**src/rtl/csse_map.svh**
```systemverilog
/*
 constants for the shift, jump, store, subtract, trap and xor slice.
 assumes inclusion by csse_exec.sv and the bench only; csse_pkg.sv does not include it.
*/
`ifndef CSSE_MAP_SVH
`define CSSE_MAP_SVH
// ==========================================
// opcodes
`define CSSE_OP_SHIFT_RIGHT_LOGICAL_DWORD      8'h0c
`define CSSE_OP_SKIP      8'h00
`define CSSE_OP_TRAP      8'hf7
`define CSSE_PFX_SHORT_RELATIVE_JUMP     5'h04
`define CSSE_PFX_STW      6'h30
`define CSSE_PFX_STB      6'h31
`define CSSE_PFX_SUB2W    6'h1a
`define CSSE_PFX_SUB3W    6'h12
`define CSSE_PFX_SUB3B    6'h16
`define CSSE_PFX_SUB2B    6'h1e
`define CSSE_PFX_SUBCW    6'h2a
`define CSSE_PFX_SUBTRACT_BYTE_BORROW_OP    6'h2e
`define CSSE_PFX_XORW     6'h21
`define CSSE_PFX_EXCLUSIVE_OR_BYTE_OP     6'h25
// ==========================================
// operand limits, trap vector and stack step
`define CSSE_IMM_CNT_MAX  8'h0f
`define CSSE_TRAP_VECTOR  16'h2010
`define CSSE_SP_STEP      16'h0002
// ==========================================
// state counts
`define CSSE_ST_SHIFT     6'h07
`define CSSE_ST_SHIFT0    6'h08
`define CSSE_ST_SHORT_RELATIVE_JUMP      6'h08
`define CSSE_ST_SKIP      6'h04
`define CSSE_ST_TWO_OP    6'h04
`define CSSE_ST_THREE_OP  6'h05
`define CSSE_ST_TRAP_ON   6'h15
`define CSSE_ST_TRAP_OFF  6'h18
// ==========================================
// instruction bytes
`define CSSE_LEN_SHIFT    16'h0003
`define CSSE_LEN_TWO      16'h0002
`define CSSE_LEN_THREE    16'h0003
`define CSSE_LEN_TRAP     16'h0001
// ==========================================
// addressing extras by mode (aa = 0..3)
`define CSSE_BEA_M0       16'h0000
`define CSSE_BEA_M1       16'h0001
`define CSSE_BEA_M2       16'h0000
`define CSSE_BEA_M3       16'h0001
`define CSSE_CEA_M0       6'h00
`define CSSE_CEA_M1       6'h01
`define CSSE_CEA_M2       6'h03
`define CSSE_CEA_M3       6'h04
// ==========================================
// flag positions and reset
`define CSSE_FL_ZERO      0
`define CSSE_FL_NEG       1
`define CSSE_FL_CARRY     2
`define CSSE_FL_OVF       3
`define CSSE_FL_VT        4
`define CSSE_FL_STICKY    5
`define CSSE_FLAGS_RST    6'h00
`endif

```
**src/rtl/csse_pkg.sv**
```systemverilog
/*
 types for the execute slice.
 assumes csse_map.svh alongside.
*/
package csse_pkg;
	typedef enum logic [1:0] {
		CSSE_IDLE = 2'b01,
		CSSE_RUN  = 2'b10
	} csse_state_e;
endpackage : csse_pkg

```
**src/rtl/csse_exec.sv**
```systemverilog
/*
 decode and execute for one instruction slice of a 16-bit cpu.
 assumes operands fetched by the caller and held while busy; same clock.
*/
// Our own choices: the plain strobed port and the placing of the registers.
`timescale 1ns/1ps
`include "csse_map.svh"

module csse_exec (
	input  wire logic        sys_clk,
	input  wire logic        rstn,
	input  wire logic        start,
	input  wire logic [7:0]  opcode,
	input  wire logic [7:0]  second_byte,
	input  wire logic [7:0]  count_reg_val,
	input  wire logic [31:0] opnd_a,
	input  wire logic [15:0] opnd_b,
	input  wire logic [15:0] pc_in,
	input  wire logic [15:0] sp_in,
	input  wire logic        stack_onchip,
	input  wire logic [15:0] vector_data,
	output logic             busy,
	output logic             done,
	output logic             wr_en,
	output logic [1:0]       wr_size,
	output logic [31:0]      result,
	output logic [15:0]      pc_out,
	output logic             sp_wr,
	output logic [15:0]      sp_out,
	output logic             push_en,
	output logic [15:0]      push_data,
	output logic [15:0]      vector_addr,
	output logic [5:0]       flags,
	output logic             int_block
);
	// ==========================================
	// reset release
	logic rst_meta_r;
	logic rst_sync_r;
	always_ff @(posedge sys_clk or negedge rstn) begin
		if (!rstn) begin
			rst_meta_r <= 1'b0;
			rst_sync_r <= 1'b0;
		end else begin
			rst_meta_r <= 1'b1;
			rst_sync_r <= rst_meta_r;
		end
	end
	wire rst_n_int = rst_sync_r;

	// ==========================================
	// decode
	logic [1:0]  state_r;
	logic        run_trap_r;
	logic [5:0]  flag_r;
	wire         idle     = (state_r == csse_pkg::CSSE_IDLE);
	wire         start_ok = start && idle;
	wire  [1:0]  aa       = opcode[1:0];
	wire  [5:0]  pfx      = opcode[7:2];
	wire is_shift_right_logical_dword  = (opcode == `CSSE_OP_SHIFT_RIGHT_LOGICAL_DWORD);
	wire is_skip  = (opcode == `CSSE_OP_SKIP);
	wire is_trap  = (opcode == `CSSE_OP_TRAP);
	wire is_short_relative_jump  = (opcode[7:3] == `CSSE_PFX_SHORT_RELATIVE_JUMP);
	wire is_stw   = (pfx == `CSSE_PFX_STW);
	wire is_stb   = (pfx == `CSSE_PFX_STB);
	wire is_sub2w = (pfx == `CSSE_PFX_SUB2W);
	wire is_sub3w = (pfx == `CSSE_PFX_SUB3W);
	wire is_sub3b = (pfx == `CSSE_PFX_SUB3B);
	wire is_sub2b = (pfx == `CSSE_PFX_SUB2B);
	wire is_subcw = (pfx == `CSSE_PFX_SUBCW);
	wire is_subtract_byte_borrow_op = (pfx == `CSSE_PFX_SUBTRACT_BYTE_BORROW_OP);
	wire is_xorw  = (pfx == `CSSE_PFX_XORW);
	wire is_exclusive_or_byte_op  = (pfx == `CSSE_PFX_EXCLUSIVE_OR_BYTE_OP);
	wire is_subtract_word_borrow_op  = is_subcw || is_subtract_byte_borrow_op;
	wire is_sub   = is_sub2w || is_sub3w || is_sub3b || is_sub2b || is_subtract_word_borrow_op;
	wire is_xor   = is_xorw || is_exclusive_or_byte_op;
	wire is_store = is_stw || is_stb;
	wire is_byte  = is_stb || is_sub3b || is_sub2b || is_subtract_byte_borrow_op || is_exclusive_or_byte_op;
	wire is_three = is_sub3w || is_sub3b;
	wire is_two   = is_store || is_sub2w || is_sub2b || is_subtract_word_borrow_op || is_xor;
	wire known    = is_shift_right_logical_dword || is_skip || is_trap || is_short_relative_jump || is_two || is_three;

	// ==========================================
	// addressing extras
	wire [15:0] bea = (aa == 2'd0) ? `CSSE_BEA_M0 : (aa == 2'd1) ? `CSSE_BEA_M1 :
	                  (aa == 2'd2) ? `CSSE_BEA_M2 : `CSSE_BEA_M3;
	wire [5:0]  cea = (aa == 2'd0) ? `CSSE_CEA_M0 : (aa == 2'd1) ? `CSSE_CEA_M1 :
	                  (aa == 2'd2) ? `CSSE_CEA_M2 : `CSSE_CEA_M3;

	// ==========================================
	// shift count
	wire [7:0] cnt_src = (second_byte <= `CSSE_IMM_CNT_MAX) ? second_byte : count_reg_val;
	wire [5:0] shift_n = {1'b0, cnt_src[4:0]};

	// ==========================================
	// length and state count
	wire [15:0] ins_len = is_shift_right_logical_dword ? `CSSE_LEN_SHIFT :
	                      is_trap ? `CSSE_LEN_TRAP :
	                      is_three ? (`CSSE_LEN_THREE + bea) :
	                      is_two ? (`CSSE_LEN_TWO + bea) : `CSSE_LEN_TWO;
	wire [5:0] n_states = is_shift_right_logical_dword ? ((shift_n == 6'h00) ? `CSSE_ST_SHIFT0 : (`CSSE_ST_SHIFT + shift_n)) :
	                      is_short_relative_jump ? `CSSE_ST_SHORT_RELATIVE_JUMP :
	                      is_skip ? `CSSE_ST_SKIP :
	                      is_trap ? (stack_onchip ? `CSSE_ST_TRAP_ON : `CSSE_ST_TRAP_OFF) :
	                      is_three ? (`CSSE_ST_THREE_OP + cea) :
	                      (`CSSE_ST_TWO_OP + cea);
	wire [15:0] seq_pc  = pc_in + ins_len;
	wire [15:0] disp    = {{5{opcode[2]}}, opcode[2:0], second_byte};
	wire [15:0] jmp_pc  = seq_pc + disp;

	// ==========================================
	// subtract, xor and store values
	wire        c_in    = flag_r[`CSSE_FL_CARRY];
	wire [16:0] bin     = {16'h0000, is_subtract_word_borrow_op && !c_in};
	wire [15:0] sa      = is_byte ? {8'h00, opnd_a[7:0]} : opnd_a[15:0];
	wire [15:0] sb      = is_byte ? {8'h00, opnd_b[7:0]} : opnd_b;
	wire [16:0] diff    = {1'b0, sa} - {1'b0, sb} - bin;
	wire        borrow  = is_byte ? diff[8] : diff[16];
	wire [15:0] dres    = is_byte ? {8'h00, diff[7:0]} : diff[15:0];
	wire        msb_a   = is_byte ? sa[7] : sa[15];
	wire        msb_b   = is_byte ? sb[7] : sb[15];
	wire        msb_r   = is_byte ? dres[7] : dres[15];
	wire        sub_ovf = (msb_a ^ msb_b) && (msb_a ^ msb_r);
	wire [15:0] xres    = sa ^ sb;
	wire        xmsb    = is_byte ? xres[7] : xres[15];
	wire [15:0] store_v = is_byte ? {8'h00, opnd_a[7:0]} : opnd_a[15:0];

	// ==========================================
	// flag update at start
	logic [5:0] flag_start;
	always_comb begin
		flag_start = flag_r;
		if (is_sub) begin
			flag_start[`CSSE_FL_ZERO]  = is_subtract_word_borrow_op ? (flag_r[`CSSE_FL_ZERO] && dres == 16'h0000) : (dres == 16'h0000);
			flag_start[`CSSE_FL_NEG]   = msb_r;
			flag_start[`CSSE_FL_CARRY] = !borrow;
			flag_start[`CSSE_FL_OVF]   = sub_ovf;
			flag_start[`CSSE_FL_VT]    = flag_r[`CSSE_FL_VT] || sub_ovf;
		end else if (is_xor) begin
			flag_start[`CSSE_FL_ZERO]  = (xres == 16'h0000);
			flag_start[`CSSE_FL_NEG]   = xmsb;
			flag_start[`CSSE_FL_CARRY] = 1'b0;
			flag_start[`CSSE_FL_OVF]   = 1'b0;
		end else if (is_shift_right_logical_dword) begin
			flag_start[`CSSE_FL_ZERO]   = (opnd_a == 32'h0000_0000);
			flag_start[`CSSE_FL_NEG]    = 1'b0;
			flag_start[`CSSE_FL_OVF]    = 1'b0;
			flag_start[`CSSE_FL_STICKY] = 1'b0;
		end
	end

	// ==========================================
	// shift step
	logic [31:0] work_r;
	logic [5:0]  sh_cnt_r;
	logic        sh_any_r;
	wire         step     = (state_r == csse_pkg::CSSE_RUN) && (sh_cnt_r != 6'h00);
	wire  [31:0] work_sh  = {1'b0, work_r[31:1]};
	wire         stk_set  = step && sh_any_r && flag_r[`CSSE_FL_CARRY];
	logic [5:0]  flag_step;
	always_comb begin
		flag_step = flag_r;
		if (step) begin
			flag_step[`CSSE_FL_CARRY]  = work_r[0];
			flag_step[`CSSE_FL_ZERO]   = (work_sh == 32'h0000_0000);
			flag_step[`CSSE_FL_STICKY] = flag_r[`CSSE_FL_STICKY] || stk_set;
		end
	end

	// ==========================================
	// next values
	logic [5:0]  st_cnt_r;
	logic [1:0]  wr_kind_r;
	wire  [31:0] work_ld = is_shift_right_logical_dword ? opnd_a : is_sub ? {16'h0000, dres} :
	                       is_xor ? {16'h0000, xres} : {16'h0000, store_v};
	wire         last    = (state_r == csse_pkg::CSSE_RUN) && (st_cnt_r == 6'h01);
	wire  [1:0]  state_nxt = start_ok ? csse_pkg::CSSE_RUN : last ? csse_pkg::CSSE_IDLE : state_r;
	wire         wr_nxt  = last && !run_trap_r && (wr_kind_r != 2'd3);
	logic [15:0] pc_hold_r;
	wire  [15:0] pc_nxt  = is_short_relative_jump ? jmp_pc : seq_pc;
	wire  [1:0]  kind_ld = (is_shift_right_logical_dword ? 2'd2 : (is_short_relative_jump || is_skip || is_trap || !known) ? 2'd3 :
	                        is_byte ? 2'd0 : 2'd1);

	// ==========================================
	// control
	always_ff @(posedge sys_clk or negedge rst_n_int) begin
		if (!rst_n_int) begin
			state_r    <= csse_pkg::CSSE_IDLE;
			st_cnt_r   <= 6'h00;
			sh_cnt_r   <= 6'h00;
			sh_any_r   <= 1'b0;
			run_trap_r <= 1'b0;
			wr_kind_r  <= 2'd3;
			pc_hold_r  <= 16'h0000;
		end else begin
			state_r    <= state_nxt;
			st_cnt_r   <= start_ok ? n_states : (state_r == csse_pkg::CSSE_RUN) ? st_cnt_r - 6'h01 : st_cnt_r;
			sh_cnt_r   <= (start_ok && is_shift_right_logical_dword) ? shift_n : step ? sh_cnt_r - 6'h01 : sh_cnt_r;
			sh_any_r   <= start_ok ? 1'b0 : (step || sh_any_r);
			run_trap_r <= start_ok ? is_trap : run_trap_r;
			wr_kind_r  <= start_ok ? kind_ld : wr_kind_r;
			pc_hold_r  <= start_ok ? pc_nxt : pc_hold_r;
		end
	end

	// ==========================================
	// datapath and outputs
	always_ff @(posedge sys_clk or negedge rst_n_int) begin
		if (!rst_n_int) begin
			work_r      <= 32'h0000_0000;
			flag_r      <= `CSSE_FLAGS_RST;
			busy        <= 1'b0;
			done        <= 1'b0;
			wr_en       <= 1'b0;
			wr_size     <= 2'd0;
			pc_out      <= 16'h0000;
			sp_wr       <= 1'b0;
			sp_out      <= 16'h0000;
			push_en     <= 1'b0;
			push_data   <= 16'h0000;
			vector_addr <= `CSSE_TRAP_VECTOR;
			int_block   <= 1'b0;
		end else begin
			work_r      <= start_ok ? work_ld : step ? work_sh : work_r;
			flag_r      <= start_ok ? flag_start : flag_step;
			busy        <= (state_nxt == csse_pkg::CSSE_RUN);
			done        <= last;
			wr_en       <= wr_nxt;
			wr_size     <= start_ok ? kind_ld : wr_size;
			pc_out      <= !last ? pc_out : run_trap_r ? vector_data : pc_hold_r;
			sp_wr       <= start_ok && is_trap;
			sp_out      <= (start_ok && is_trap) ? sp_in - `CSSE_SP_STEP : sp_out;
			push_en     <= start_ok && is_trap;
			push_data   <= (start_ok && is_trap) ? seq_pc : push_data;
			vector_addr <= `CSSE_TRAP_VECTOR;
			int_block   <= (last && run_trap_r) ? 1'b1 : last ? 1'b0 : int_block;
		end
	end

	assign result = work_r;
	assign flags  = flag_r;
endmodule : csse_exec

```
**config.mk**
```make
export PLATFORM = sky130hd
export DESIGN_NAME = csse_exec
export DESIGN_NICKNAME = d
export VERILOG_FILES = /design/src/rtl/csse_pkg.sv /design/src/rtl/csse_exec.sv
export VERILOG_INCLUDE_DIRS = /design/src /design/src/rtl
export SDC_FILE = /design/constraint.sdc
export NUM_CORES = 1
export LEC_CHECK = 0
export BUFFER_PORTS_ARGS = -buffer_cell sky130_fd_sc_hd__buf_2
export CORE_ASPECT_RATIO = 0.7
export CORE_MARGIN = 1.5
export CORE_UTILIZATION = 49
export CTS_CLUSTER_DIAMETER = 50
export DETAILED_ROUTE_END_ITERATION = 12
export PLACE_DENSITY = 0.77
export SYNTH_ARGS = -nofsm -noshare
export SYNTH_HDL_FRONTEND = slang
export SYNTH_SLANG_ARGS = --single-unit
```
**constraint.sdc**
```tcl
create_clock -name sys_clk -period 3.8 [get_ports sys_clk]
set_input_delay 0.19 -clock sys_clk [delete_from_list [all_inputs] [get_ports sys_clk]]
set_output_delay 0.19 -clock sys_clk [all_outputs]
set_load 0.05 [all_outputs]
```
==> flow_results.xml, run 1 <==
<?xml version="1.0" encoding="UTF-8"?>
<metrics>
  <group name="status">
    <metric name="outcome" unit="">complete, no violations</metric>
  </group>
  <group name="pwr">
    <metric name="cellInternalPower" unit="uW">3620</metric>
    <metric name="leakagePower" unit="uW">0.00607</metric>
    <metric name="totalPowerFinal" unit="uW">6440</metric>
    <metric name="power.net_switching" unit="uW">2820</metric>
    <metric name="power_density_cells" unit="nW/um2">528</metric>
    <metric name="power.switching_fraction" unit="">0.438</metric>
    <metric name="vdd_drop_max" unit="mV">0.266</metric>
    <metric name="share_comb_of_total_power" unit="">0.437</metric>
    <metric name="share_of_total_power_in_sequential_cells" unit="">0.313</metric>
    <metric name="power.clock.fraction" unit="">0.250</metric>
  </group>
  <group name="yosys">
    <metric name="synth.largest_area_cell" unit="">dfrtp_1</metric>
    <metric name="synth_enable_flop_cells" unit="">0</metric>
    <metric name="ys_seq_area_frac" unit="">0.348</metric>
    <metric name="postSynthRegisterBits" unit="">129</metric>
    <metric name="synth.area.top_cells" unit="">dfrtp_1, ha_1, nand2_1, o21ai_0, mux2i_1</metric>
    <metric name="post_synth_inst_count" unit="">1128</metric>
    <metric name="synth_async_sr_flop_share" unit="">1.00</metric>
    <metric name="synth_top_area_frac" unit="">0.339</metric>
    <metric name="synth_area_per_cell" unit="um2">8.23</metric>
    <metric name="yosysUniqueCellTypes" unit="">69</metric>
    <metric name="post_synth_instance_area" unit="um2">9290</metric>
    <metric name="synth-main-ff-cell" unit="">dfrtp_1</metric>
    <metric name="yosysWarningCount" unit="">0</metric>
  </group>
  <group name="global_routing">
    <metric name="grt_overflow" unit="">0</metric>
    <metric name="antenna_violations_before_repair" unit="">1</metric>
    <metric name="grt.total_usage" unit="">0.298</metric>
    <metric name="grt_start_max_net_pins" unit="">58</metric>
    <metric name="grt_first_pass_wirelength" unit="um">46300</metric>
    <metric name="grt_pass1_vias" unit="">8658</metric>
  </group>
  <group name="place">
    <metric name="gp_routability_congestion" unit="">1.04</metric>
    <metric name="preCtsSetupSlack" unit="ns">-0.387</metric>
    <metric name="placement.io_buffers" unit="">214</metric>
    <metric name="place_hpwl" unit="um">22900</metric>
  </group>
  <group name="timing">
    <metric name="post-route-min-period" unit="ns">3.71</metric>
    <metric name="worst_slack" unit="ns">0.0884</metric>
    <metric name="setup_viol" unit="">0</metric>
    <metric name="final-max-slew-violation-count" unit="">0</metric>
    <metric name="setup_repair_after_global_routing_missed_its_margin" unit="">true</metric>
    <metric name="timing.final.hold_violations" unit="">0</metric>
    <metric name="maxClockFrequency" unit="GHz">0.269</metric>
    <metric name="timing_worst_slew_pin_value" unit="ns">0.981</metric>
    <metric name="timing.slew.headroom" unit="">0.346</metric>
    <metric name="skew" unit="ns">0.00972</metric>
    <metric name="timing.final.crit_share" unit="">0.977</metric>
  </group>
  <group name="routing">
    <metric name="drt_first_pass_iters" unit="">5</metric>
    <metric name="number_of_vias_in_the_routed_layout" unit="">9425</metric>
    <metric name="route.antenna.remaining_nets" unit="">0</metric>
    <metric name="routed_wirelength" unit="um">29600</metric>
    <metric name="drt-initial-drc-count" unit="">1194</metric>
    <metric name="route.detailed.vias_per_inst" unit="">5.62</metric>
    <metric name="detail_route.wl_per_cell" unit="um">17.6</metric>
    <metric name="drc_errors" unit="">0</metric>
  </group>
  <group name="floorplanning">
    <metric name="area_enclosed_by_the_die_boundary" unit="um2">19800</metric>
    <metric name="top_level_ports" unit="">234</metric>
    <metric name="dieHeight" unit="um">118</metric>
    <metric name="start_util" unit="">0.509</metric>
    <metric name="rows" unit="">41</metric>
    <metric name="floorplan.die.width" unit="um">168</metric>
    <metric name="core_area" unit="um2">18300</metric>
  </group>
  <group name="clock_network">
    <metric name="tritoncts" unit="">done</metric>
    <metric name="cts-htree-levels" unit="">4</metric>
    <metric name="cts.clk_slew.worst_paths" unit="ns">0.07</metric>
    <metric name="post-cts-setup-buffer-count" unit="">0</metric>
    <metric name="clock_sinks" unit="">129</metric>
    <metric name="clock_tree.buffer_depth" unit="">2</metric>
    <metric name="cts_buffers" unit="">17</metric>
    <metric name="root_buffer_master" unit="">clkbuf_16</metric>
    <metric name="clkLatencyLatePin" unit="ns">0.43</metric>
  </group>
  <group name="final_layout">
    <metric name="final_common_cell" unit="">buf_2</metric>
    <metric name="register_area" unit="um2">3240</metric>
    <metric name="syn2layout_area_growth" unit="%">31.3</metric>
    <metric name="finalNetCount" unit="">1618</metric>
    <metric name="layout-drive-gt1-share" unit="">0.298</metric>
    <metric name="multi_input_area" unit="um2">5870</metric>
    <metric name="filler_cell_count" unit="">1540</metric>
    <metric name="layout_common_cells" unit="">buf_2, nand2_1, dfrtp_1</metric>
    <metric name="antenna_cells" unit="">0</metric>
  </group>
  <group name="flow_run">
    <metric name="timing.max_cap.violations" unit="">0</metric>
  </group>
  <group name="critical_path">
    <metric name="timing_worst_setup_path_type" unit="">input pin to register</metric>
    <metric name="timing.critical_path.from_type" unit="">input pin</metric>
    <metric name="timing.critical_path.arrival" unit="ns">4.00</metric>
    <metric name="critical_path.reg2reg.startpoint" unit="">flags[2]</metric>
    <metric name="type_of_destination_of_the_critical_path" unit="">register</metric>
    <metric name="timing.critical_path.required" unit="ns">4.09</metric>
    <metric name="timing.critical_path.from" unit="">opcode[0]</metric>
    <metric name="crit_path_max_fanout" unit="">4</metric>
  </group>
  <group name="min_path">
    <metric name="timing.hold.worst.class" unit="">input pin to register</metric>
    <metric name="worst_hold_startpoint" unit="">sp_in[1]</metric>
  </group>
</metrics>
[routing by layer]
metal | vias up | wire (um) | global-route usage
li1 | 4542 | - | -
met1 | 4366 | 13900 | 0.462
met2 | 465 | 11800 | 0.398
met3 | 50 | 3300 | 0.0877
met4 | 2 | 518 | 0.0715
met5 | - | 9 | 0
[synth_stat cells, types with 4 or more instances]
cell type,instances
xnor2_1,34
ha_1,62
xor2_1,26
o22ai_1,4
a211oi_1,20
o21ai_0,103
nand4_1,11
a31oi_1,25
or3_1,5
nand2b_1,10
a21oi_1,56
nor4_1,23
inv_1,61
nor3b_1,4
o31ai_1,5
clkbuf_1,41
buf_2,4
a32o_1,4
nor3_1,16
o211ai_1,8
buf_1,7
buf_4,18
and2_1,13
o22a_1,4
nand3_1,41
dfrtp_1,126
o21bai_1,7
a21o_1,9
nand2_1,189
nor2_1,81
nor2b_1,5
mux2i_1,45
and3_1,7
fa_1,4
[layout make-up]
class	count	share of cell area
multi-input combinational	883	0.481
sequential	129	0.265
timing repair buffer	336	0.164
clock buffer	18	0.0360
tap	236	0.0242
inverter	61	0.0188
clock inverter	14	0.0112
[power by group through the flow]
stage	clock, uW	sequential [uW]	combinational [uW]
3_3_place_gp	0	2020	2690
4_1_cts	1640	2010	2760
3_5_place_dp	0	2030	2740
5_1_grt	1700	2050	3050
2_1_floorplan	0	2480	1400
6_report	1610	2020	2810
[cell families after synthesis]
kind of cell / Yosys count / synth area share
AOI/OAI and AO/OA: 273 / 0.184
xor gates and xnor gates: 60 / 0.0566
adders and majority gates: 66 / 0.0921
buffers and inverters: 131 / 0.0608
DFF: 129 / 0.348
muxes: 46 / 0.0501
other: 2 / 0.000809
and+or+nand+nor: 421 / 0.207
[flip-flops by register name, summed over array words and instances (netlist names)]
name        flops
st_cnt_r        6
sp_out         16
int_block       1
wr_kind_r       2
wr_en           1
state_r         2
push_en         1
rst_meta_r      1
rst_n_int       1
sh_any_r        1
result         32
done            1
run_trap_r      1
pc_out         16
pc_hold_r      16
busy            1
sh_cnt_r        6
flags           6
push_data      16
wr_size         2
[worst max-delay path: stages]
cell and delay (ns):
buf_2 0.13, ha_1 0.21, and4_1 0.21, and2_1 0.20, a211oi_2 0.17, a21oi_1 0.10
ha_2 0.21, fa_2 0.38, a21oi_4 0.19, nand2b_1 0.14, xnor2_1 0.09, ha_1 0.35
nand3_1 0.09, o211ai_1 0.39, o31ai_2 0.13, o21ai_0 0.30, xnor2_1 0.16, nor2_1 0.05
a21oi_1 0.20, o21ai_0 0.10
[path summary, 6_finish.rpt]
kind | to | slack (ns) | cells after the start
worst max-delay path | pc_hold_r[11] | 0.09 | 20
worst min-delay path | sp_out[1] | 0.008 | 2
worst max register to register | flags[0] | 0.13 | 13
worst min register to register | rst_n_int | 0.35 | 0
max in group asynchronous | wr_kind_r[0] | 2.37 | 1
min in group asynchronous | rst_n_int | 0.06 | 2
[per-stage QoR]
stage | utilization | TNS (ns) | area, um2 | hold WS [ns] | cells
floorplan | - | -0.119 | 9600 | -0.106 | 1143
global placement | 0.628 | -2.39 | 11500 | -0.0209 | 1643
detailed placement | 0.628 | -3.24 | 11500 | -0.0219 | 1643
CTS | 0.661 | 0 | 12100 | 0.000422 | 1677
global route | 0.668 | -0.341 | 12200 | 0.0196 | 1677
finish | 0.668 | 0 | 12200 | 0.00801 | 1677
[timing repair]
action	4_1_cts	5_1_grt
hold endpoints to repair	3	0
resized for setup	1	25
hold buffers	2	0
endpoints found under the setup margin	2	13
pin swaps	0	18
No activity file was read; power rests on OpenSTA's default activity.
==> run 2: changes to the inputs <==
Settings changed: SETUP_SLACK_MARGIN set to 0.4.
==> run 2 against run 1 <==
Against the previous run: power rose by 2.9%; clock skew fell by 0.0013 ns; global-route usage rose by 1.3 points; largest cell class unchanged.
==> flow_results.xml, run 2 (synthesis gave the netlist of run 1 again) <==
<?xml version="1.0" encoding="UTF-8"?>
<metrics>
  <group name="global_routing">
    <metric name="grt_overflow" unit="">0</metric>
    <metric name="grt.total_usage" unit="">0.311</metric>
    <metric name="grt_start_max_net_pins" unit="">80</metric>
    <metric name="grt_pass1_vias" unit="">9005</metric>
    <metric name="grt_first_pass_wirelength" unit="um">48600</metric>
    <metric name="antenna_violations_before_repair" unit="">0</metric>
  </group>
  <group name="timing">
    <metric name="skew" unit="ns">0.00841</metric>
    <metric name="timing.slew.headroom" unit="">0.332</metric>
    <metric name="timing_worst_slew_pin_value" unit="ns">1.00</metric>
    <metric name="totalNegativeSetupSlack" unit="ns">0</metric>
    <metric name="timing.final.hold_violations" unit="">0</metric>
    <metric name="final-max-slew-violation-count" unit="">0</metric>
    <metric name="post-route-min-period" unit="ns">3.70</metric>
    <metric name="maxClockFrequency" unit="GHz">0.270</metric>
    <metric name="timing.final.crit_share" unit="">0.974</metric>
    <metric name="setup_repair_after_global_routing_missed_its_margin" unit="">true</metric>
    <metric name="worst_slack" unit="ns">0.0982</metric>
    <metric name="setup_viol" unit="">0</metric>
  </group>
  <group name="clock_network">
    <metric name="clock_sinks" unit="">129</metric>
    <metric name="clkLatencyLatePin" unit="ns">0.42</metric>
    <metric name="tritoncts" unit="">done</metric>
    <metric name="cts-htree-levels" unit="">4</metric>
    <metric name="cts_buffers" unit="">17</metric>
    <metric name="clock_tree.buffer_depth" unit="">2</metric>
    <metric name="root_buffer_master" unit="">clkbuf_16</metric>
    <metric name="cts.clk_slew.worst_paths" unit="ns">0.06</metric>
  </group>
  <group name="routing">
    <metric name="drt_first_pass_iters" unit="">6</metric>
    <metric name="detail_route.wl_per_cell" unit="um">18.3</metric>
    <metric name="drt-initial-drc-count" unit="">1036</metric>
    <metric name="number_of_vias_in_the_routed_layout" unit="">9787</metric>
    <metric name="routed_wirelength" unit="um">31500</metric>
    <metric name="route.detailed.vias_per_inst" unit="">5.69</metric>
    <metric name="route.antenna.remaining_nets" unit="">0</metric>
    <metric name="drc_errors" unit="">0</metric>
  </group>
  <group name="floorplanning">
    <metric name="rows" unit="">41</metric>
    <metric name="area_enclosed_by_the_die_boundary" unit="um2">19800</metric>
    <metric name="top_level_ports" unit="">234</metric>
    <metric name="floorplan.die.width" unit="um">168</metric>
    <metric name="core_area" unit="um2">18300</metric>
    <metric name="dieHeight" unit="um">118</metric>
    <metric name="start_util" unit="">0.509</metric>
  </group>
  <group name="final_layout">
    <metric name="finalNetCount" unit="">1660</metric>
    <metric name="final_common_cell" unit="">buf_2</metric>
    <metric name="filler_cell_count" unit="">1443</metric>
    <metric name="layout-drive-gt1-share" unit="">0.349</metric>
    <metric name="final_util" unit="">0.707</metric>
    <metric name="largest_register_ff_count" unit="">32</metric>
    <metric name="antenna_cells" unit="">0</metric>
    <metric name="finalNonFillerCells" unit="">1719</metric>
    <metric name="syn2layout_area_growth" unit="%">39.1</metric>
    <metric name="layout_common_cells" unit="">buf_2, nand2_1, buf_4</metric>
    <metric name="register_area" unit="um2">3240</metric>
    <metric name="multi_input_area" unit="um2">6180</metric>
  </group>
  <group name="place">
    <metric name="preCtsSetupSlack" unit="ns">-0.355</metric>
    <metric name="place_hpwl" unit="um">23500</metric>
    <metric name="placement.io_buffers" unit="">214</metric>
    <metric name="gp_routability_congestion" unit="">0.956</metric>
    <metric name="dp.cells" unit="">1657</metric>
  </group>
  <group name="critical_path">
    <metric name="timing_worst_setup_path_type" unit="">input pin to register</metric>
    <metric name="slowest_delay" unit="ns">0.36</metric>
    <metric name="cpLargestDelayFamily" unit="">compound AO/OA/AOI/OAI gates</metric>
    <metric name="timing.critical_path.arrival" unit="ns">3.98</metric>
    <metric name="crit_path_cell_trace" unit="">buf_12, nor4bb_4, nand2b_1, buf_4, buf_4, buf_4, a21oi_2, ha_2, a21o_1, a21oi_4, nor2_2, nand3_2, xnor2_4, ha_4, a21o_1, a21o_1, a2111o_1, o211ai_1, o21ai_1, xor2_1, mux2i_1, o21ai_1</metric>
    <metric name="path_depth" unit="">22</metric>
    <metric name="critical_path.n_buffers_inverters" unit="">4</metric>
    <metric name="type_of_destination_of_the_critical_path" unit="">register</metric>
    <metric name="timing.critical_path.slowest_stage_cell" unit="">a2111o_1</metric>
    <metric name="worstRegToRegCells" unit="">12</metric>
    <metric name="timing.critical_path.from_type" unit="">input pin</metric>
    <metric name="timing.critical_path.required" unit="ns">4.08</metric>
    <metric name="crit_path_max_fanout" unit="">5</metric>
  </group>
  <group name="status">
    <metric name="outcome" unit="">complete, no violations</metric>
  </group>
  <group name="min_path">
    <metric name="timing.hold.worst.class" unit="">input pin to register</metric>
    <metric name="holdPathStages" unit="">2</metric>
  </group>
  <group name="flow_run">
    <metric name="timing.max_cap.violations" unit="">0</metric>
  </group>
  <group name="pwr">
    <metric name="vdd_drop_max" unit="mV">0.312</metric>
    <metric name="leakagePower" unit="uW">0.00637</metric>
    <metric name="power_density_cells" unit="nW/um2">513</metric>
  </group>
</metrics>
## run 2: cell count changes in the layout (fill, tap and decap cells not counted), sizes merged
cell	change
buf	+42
clkinv	+2
inv	-2
## run 2: layout make-up
| cell class | count | share of cell area |
|---|---|---|
| Clock buffer | 18 | 0.0340 |
| Clock inverter | 14 | 0.00949 |
| Inverter | 61 | 0.0177 |
| Multi-Input combinational cell | 883 | 0.478 |
| Sequential cell | 129 | 0.250 |
| Tap cell | 236 | 0.0229 |
| Timing Repair Buffer | 378 | 0.187 |
## run 2: path summary, 6_finish.rpt
kind | startpoint | end | slack [ns]
max | opcode[7] | pc_hold_r[14] | 0.1
min | sp_in[1] | sp_out[1] | 0.01
max reg2reg | flags[2] | flags[3] | 0.26
min reg2reg | rst_meta_r | rst_n_int | 0.35
max in group asynchronous | rst_n_int | state_r[0] | 2.54
min in group asynchronous | rstn | rst_n_int | 0.08
## run 2: per-stage QoR
step	instance area, um2	total power [uW]	hold slack [ns]
finish	12900	6630	0.0130
global route	12900	6960	0.0207
CTS	12700	6520	0.00186
floorplan	9720	3910	-0.106
detailed placement	11700	4860	-0.0226
global placement	11700	4790	-0.0241
## run 2: report_power, final
| group | leakage [uW] | switching, uW | internal [uW] |
|---|---|---|---|
| registers | 0.00168 | 300 | 1710 |
| logic | 0.00442 | 1900 | 1140 |
| clock network | 0.000270 | 697 | 876 |
## run 2: timing repair
| action | 4_1_cts | 5_1_grt |
|---|---|---|
| setup buffers | 14 | 14 |
| setup endpoints to repair | 19 | 19 |
| hold endpoints to repair | 3 | 0 |
| pin swaps | 48 | 38 |
| gates resized for setup | 58 | 39 |
| hold buffers | 2 | 0 |
## run 2: routing by layer
metal	track usage	vias to the layer above	wire (um)	part of all wire
met3	0.0623	29	2820	0.090
li1	-	4616	-	-
met1	0.486	4677	15100	0.48
met5	0	-	0	0
met2	0.438	465	13300	0.42
met4	0.0625	0	308	0.0098
==> run 3: changes to the inputs <==
Settings changed: CELL_PAD_IN_SITES_DETAIL_PLACEMENT set to 1, CELL_PAD_IN_SITES_GLOBAL_PLACEMENT set to 2, CORE_UTILIZATION 49 to 31, PLACE_DENSITY 0.77 to unset, PLACE_DENSITY_LB_ADDON set to 0.1.
Clock period 3.8 ns to 4.1 ns, I/O delays scaled along.
==> run 3 against run 2 <==
Against the previous run: worst hold slack improved by 0.0096 ns; die area increased by 57%; critical path depth increased by 1; first-iteration DRC count decreased by 46%; flip-flop and latch count unchanged; critical path type unchanged; largest cell class unchanged.
==> flow_results.xml, run 3 (synthesis gave the netlist of run 1 again) <==
<?xml version="1.0" encoding="UTF-8"?>
<metrics>
  <group name="timing">
    <metric name="setup_viol" unit="">0</metric>
    <metric name="timing.final.crit_share" unit="">0.900</metric>
    <metric name="setup_repair_after_global_routing_missed_its_margin" unit="">true</metric>
    <metric name="timing_worst_slew_pin_value" unit="ns">1.01</metric>
    <metric name="final-max-slew-violation-count" unit="">0</metric>
    <metric name="post-route-min-period" unit="ns">3.69</metric>
    <metric name="maxClockFrequency" unit="GHz">0.271</metric>
    <metric name="skew" unit="ns">0.0119</metric>
    <metric name="totalNegativeSetupSlack" unit="ns">0</metric>
    <metric name="timing.final.hold_violations" unit="">0</metric>
    <metric name="worst_slack" unit="ns">0.408</metric>
    <metric name="timing.slew.headroom" unit="">0.330</metric>
  </group>
  <group name="floorplanning">
    <metric name="floorplan.die.width" unit="um">210</metric>
    <metric name="top_level_ports" unit="">234</metric>
    <metric name="dieHeight" unit="um">148</metric>
    <metric name="core_area" unit="um2">29200</metric>
    <metric name="start_util" unit="">0.318</metric>
    <metric name="area_enclosed_by_the_die_boundary" unit="um2">31000</metric>
    <metric name="rows" unit="">52</metric>
  </group>
  <group name="routing">
    <metric name="drc_errors" unit="">0</metric>
    <metric name="route.antenna.remaining_nets" unit="">0</metric>
    <metric name="routed_wirelength" unit="um">35700</metric>
    <metric name="drt_first_pass_iters" unit="">5</metric>
    <metric name="drt-initial-drc-count" unit="">564</metric>
    <metric name="route.detailed.vias_per_inst" unit="">5.12</metric>
    <metric name="number_of_vias_in_the_routed_layout" unit="">9181</metric>
    <metric name="detail_route.wl_per_cell" unit="um">19.9</metric>
  </group>
  <group name="pwr">
    <metric name="totalPowerFinal" unit="uW">6130</metric>
    <metric name="vdd_drop_max" unit="mV">0.276</metric>
    <metric name="leakagePower" unit="uW">0.00601</metric>
    <metric name="power_density_cells" unit="nW/um2">493</metric>
  </group>
  <group name="min_path">
    <metric name="holdPathStages" unit="">3</metric>
    <metric name="holdPathEnd" unit="">sp_out[0]</metric>
    <metric name="timing.hold.worst.class" unit="">input pin to register</metric>
    <metric name="worst_hold_startpoint" unit="">sp_in[0]</metric>
  </group>
  <group name="clock_network">
    <metric name="cts_buffers" unit="">17</metric>
    <metric name="clock_tree.buffer_depth" unit="">2</metric>
    <metric name="cts.clk_slew.worst_paths" unit="ns">0.06</metric>
    <metric name="clock_sinks" unit="">129</metric>
    <metric name="root_buffer_master" unit="">clkbuf_16</metric>
    <metric name="tritoncts" unit="">done</metric>
    <metric name="cts-htree-levels" unit="">4</metric>
    <metric name="clkLatencyLatePin" unit="ns">0.43</metric>
  </group>
  <group name="critical_path">
    <metric name="crit_path_max_fanout" unit="">3</metric>
    <metric name="timing.critical_path.required" unit="ns">4.40</metric>
    <metric name="slowest_delay" unit="ns">0.36</metric>
    <metric name="timing.critical_path.slowest_stage_cell" unit="">a2111o_1</metric>
    <metric name="type_of_destination_of_the_critical_path" unit="">register</metric>
    <metric name="timing.critical_path.from" unit="">opcode[0]</metric>
    <metric name="worst_reg2reg_path_endpoint" unit="">flags[3]</metric>
    <metric name="worstRegToRegCells" unit="">12</metric>
    <metric name="cpLargestDelayFamily" unit="">compound AO/OA/AOI/OAI gates</metric>
    <metric name="reg2reg_setup_slack" unit="ns">0.47</metric>
    <metric name="crit_path_cell_trace" unit="">buf_4, inv_2, buf_4, ha_2, buf_4, nor3_4, buf_6, nor2_2, ha_1, a21o_1, a21oi_2, nor2_2, nand3_2, xnor2_4, ha_4, a21o_1, a21o_1, a2111o_1, o211ai_1, o21ai_1, xor2_1, mux2i_1, o21ai_1</metric>
    <metric name="critical_path.reg2reg.startpoint" unit="">flags[2]</metric>
    <metric name="critical_path.n_buffers_inverters" unit="">5</metric>
    <metric name="timing.critical_path.from_type" unit="">input pin</metric>
    <metric name="timing.critical_path.arrival" unit="ns">3.99</metric>
    <metric name="timing_worst_setup_path_type" unit="">input pin to register</metric>
  </group>
  <group name="final_layout">
    <metric name="register_area" unit="um2">3240</metric>
    <metric name="layout_common_cells" unit="">buf_2, nand2_1, dfrtp_1</metric>
    <metric name="multi_input_area" unit="um2">6030</metric>
    <metric name="layout-drive-gt1-share" unit="">0.301</metric>
    <metric name="largest_register_ff_count" unit="">32</metric>
    <metric name="final_common_cell" unit="">buf_2</metric>
    <metric name="finalNetCount" unit="">1591</metric>
    <metric name="syn2layout_area_growth" unit="%">33.8</metric>
    <metric name="filler_cell_count" unit="">3534</metric>
    <metric name="final_design_area_no_fill" unit="um2">12400</metric>
  </group>
  <group name="place">
    <metric name="place_hpwl" unit="um">28200</metric>
    <metric name="detailed_place.area" unit="um2">11400</metric>
    <metric name="placement.io_buffers" unit="">214</metric>
    <metric name="preCtsSetupSlack" unit="ns">-0.129</metric>
    <metric name="gp_routability_congestion" unit="">0.897</metric>
  </group>
  <group name="global_routing">
    <metric name="grt.total_usage" unit="">0.231</metric>
    <metric name="antenna_violations_before_repair" unit="">3</metric>
    <metric name="grt_start_max_net_pins" unit="">75</metric>
    <metric name="grt_overflow" unit="">0</metric>
    <metric name="grt_pass1_vias" unit="">9191</metric>
    <metric name="grt_first_pass_wirelength" unit="um">54600</metric>
  </group>
  <group name="status">
    <metric name="outcome" unit="">complete, no violations</metric>
  </group>
  <group name="flow_run">
    <metric name="timing.max_cap.violations" unit="">0</metric>
  </group>
</metrics>
==> run 3: routing by layer <==
metal  track usage  share of wire
met5             0        0.00076
met4        0.0471          0.011
met3        0.0533          0.057
met2         0.303           0.39
met1         0.372           0.55
==> run 3: repair_timing <==
action / in CTS / in global routing
hold buffers: 2 / 0
setup endpoints to repair: 9 / 14
endpoints found under the hold margin: 3 / 0
gates resized for setup: 5 / 60
pin swaps: 7 / 41
buffers inserted: 1 / 9
==> run 3: worst max path at each step <==
stage               endpoint  slack [ns]  cells past startpoint
5_1_grt        pc_hold_r[15]        0.23                     20
3_5_place_dp   pc_hold_r[15]       -0.13                     22
2_1_floorplan  pc_hold_r[14]        0.23                     20
3_3_place_gp   pc_hold_r[15]       -0.05                     22
6_report       pc_hold_r[14]        0.41                     23
4_1_cts        pc_hold_r[14]        0.41                     21
==> run 3: worst reg2reg max path: stages (launching register included) <==
cell and delay [ns]:
dfrtp_1 0.40, or3_4 0.37, fa_2 0.57, inv_2 0.05
ha_4 0.15, o21ai_4 0.16, a311oi_4 0.17, a2111oi_4 0.53
o21ai_2 0.14, a211o_1 0.29, o221a_4 0.13, mux2_4 0.32
a32o_1 0.25
==> run 3: power breakdown <==
part,switching [uW],internal (uW),leakage [uW]
logic,1700,937,0.00403
clock network,618,994,0.000294
registers,294,1590,0.00168
total,2610,3520,0.00601
==> run 3: layout make-up <==
cell class	instances	area share
clock inverter	11	0.0121
multi-input combinational	883	0.485
sequential	129	0.260
tap	378	0.0381
inverter	61	0.0184
antenna	1	0.000201
timing repair buffer	309	0.149
clock buffer	21	0.0371
==> run 3: through the flow <==
step | util | hold WS, ns | cells
floorplan | - | -0.0906 | 1143
global placement | 0.391 | -0.00887 | 1748
detailed placement | 0.391 | -0.00824 | 1748
CTS | 0.415 | 0.00247 | 1783
global route | 0.425 | 0.0175 | 1792
finish | 0.425 | 0.0226 | 1793
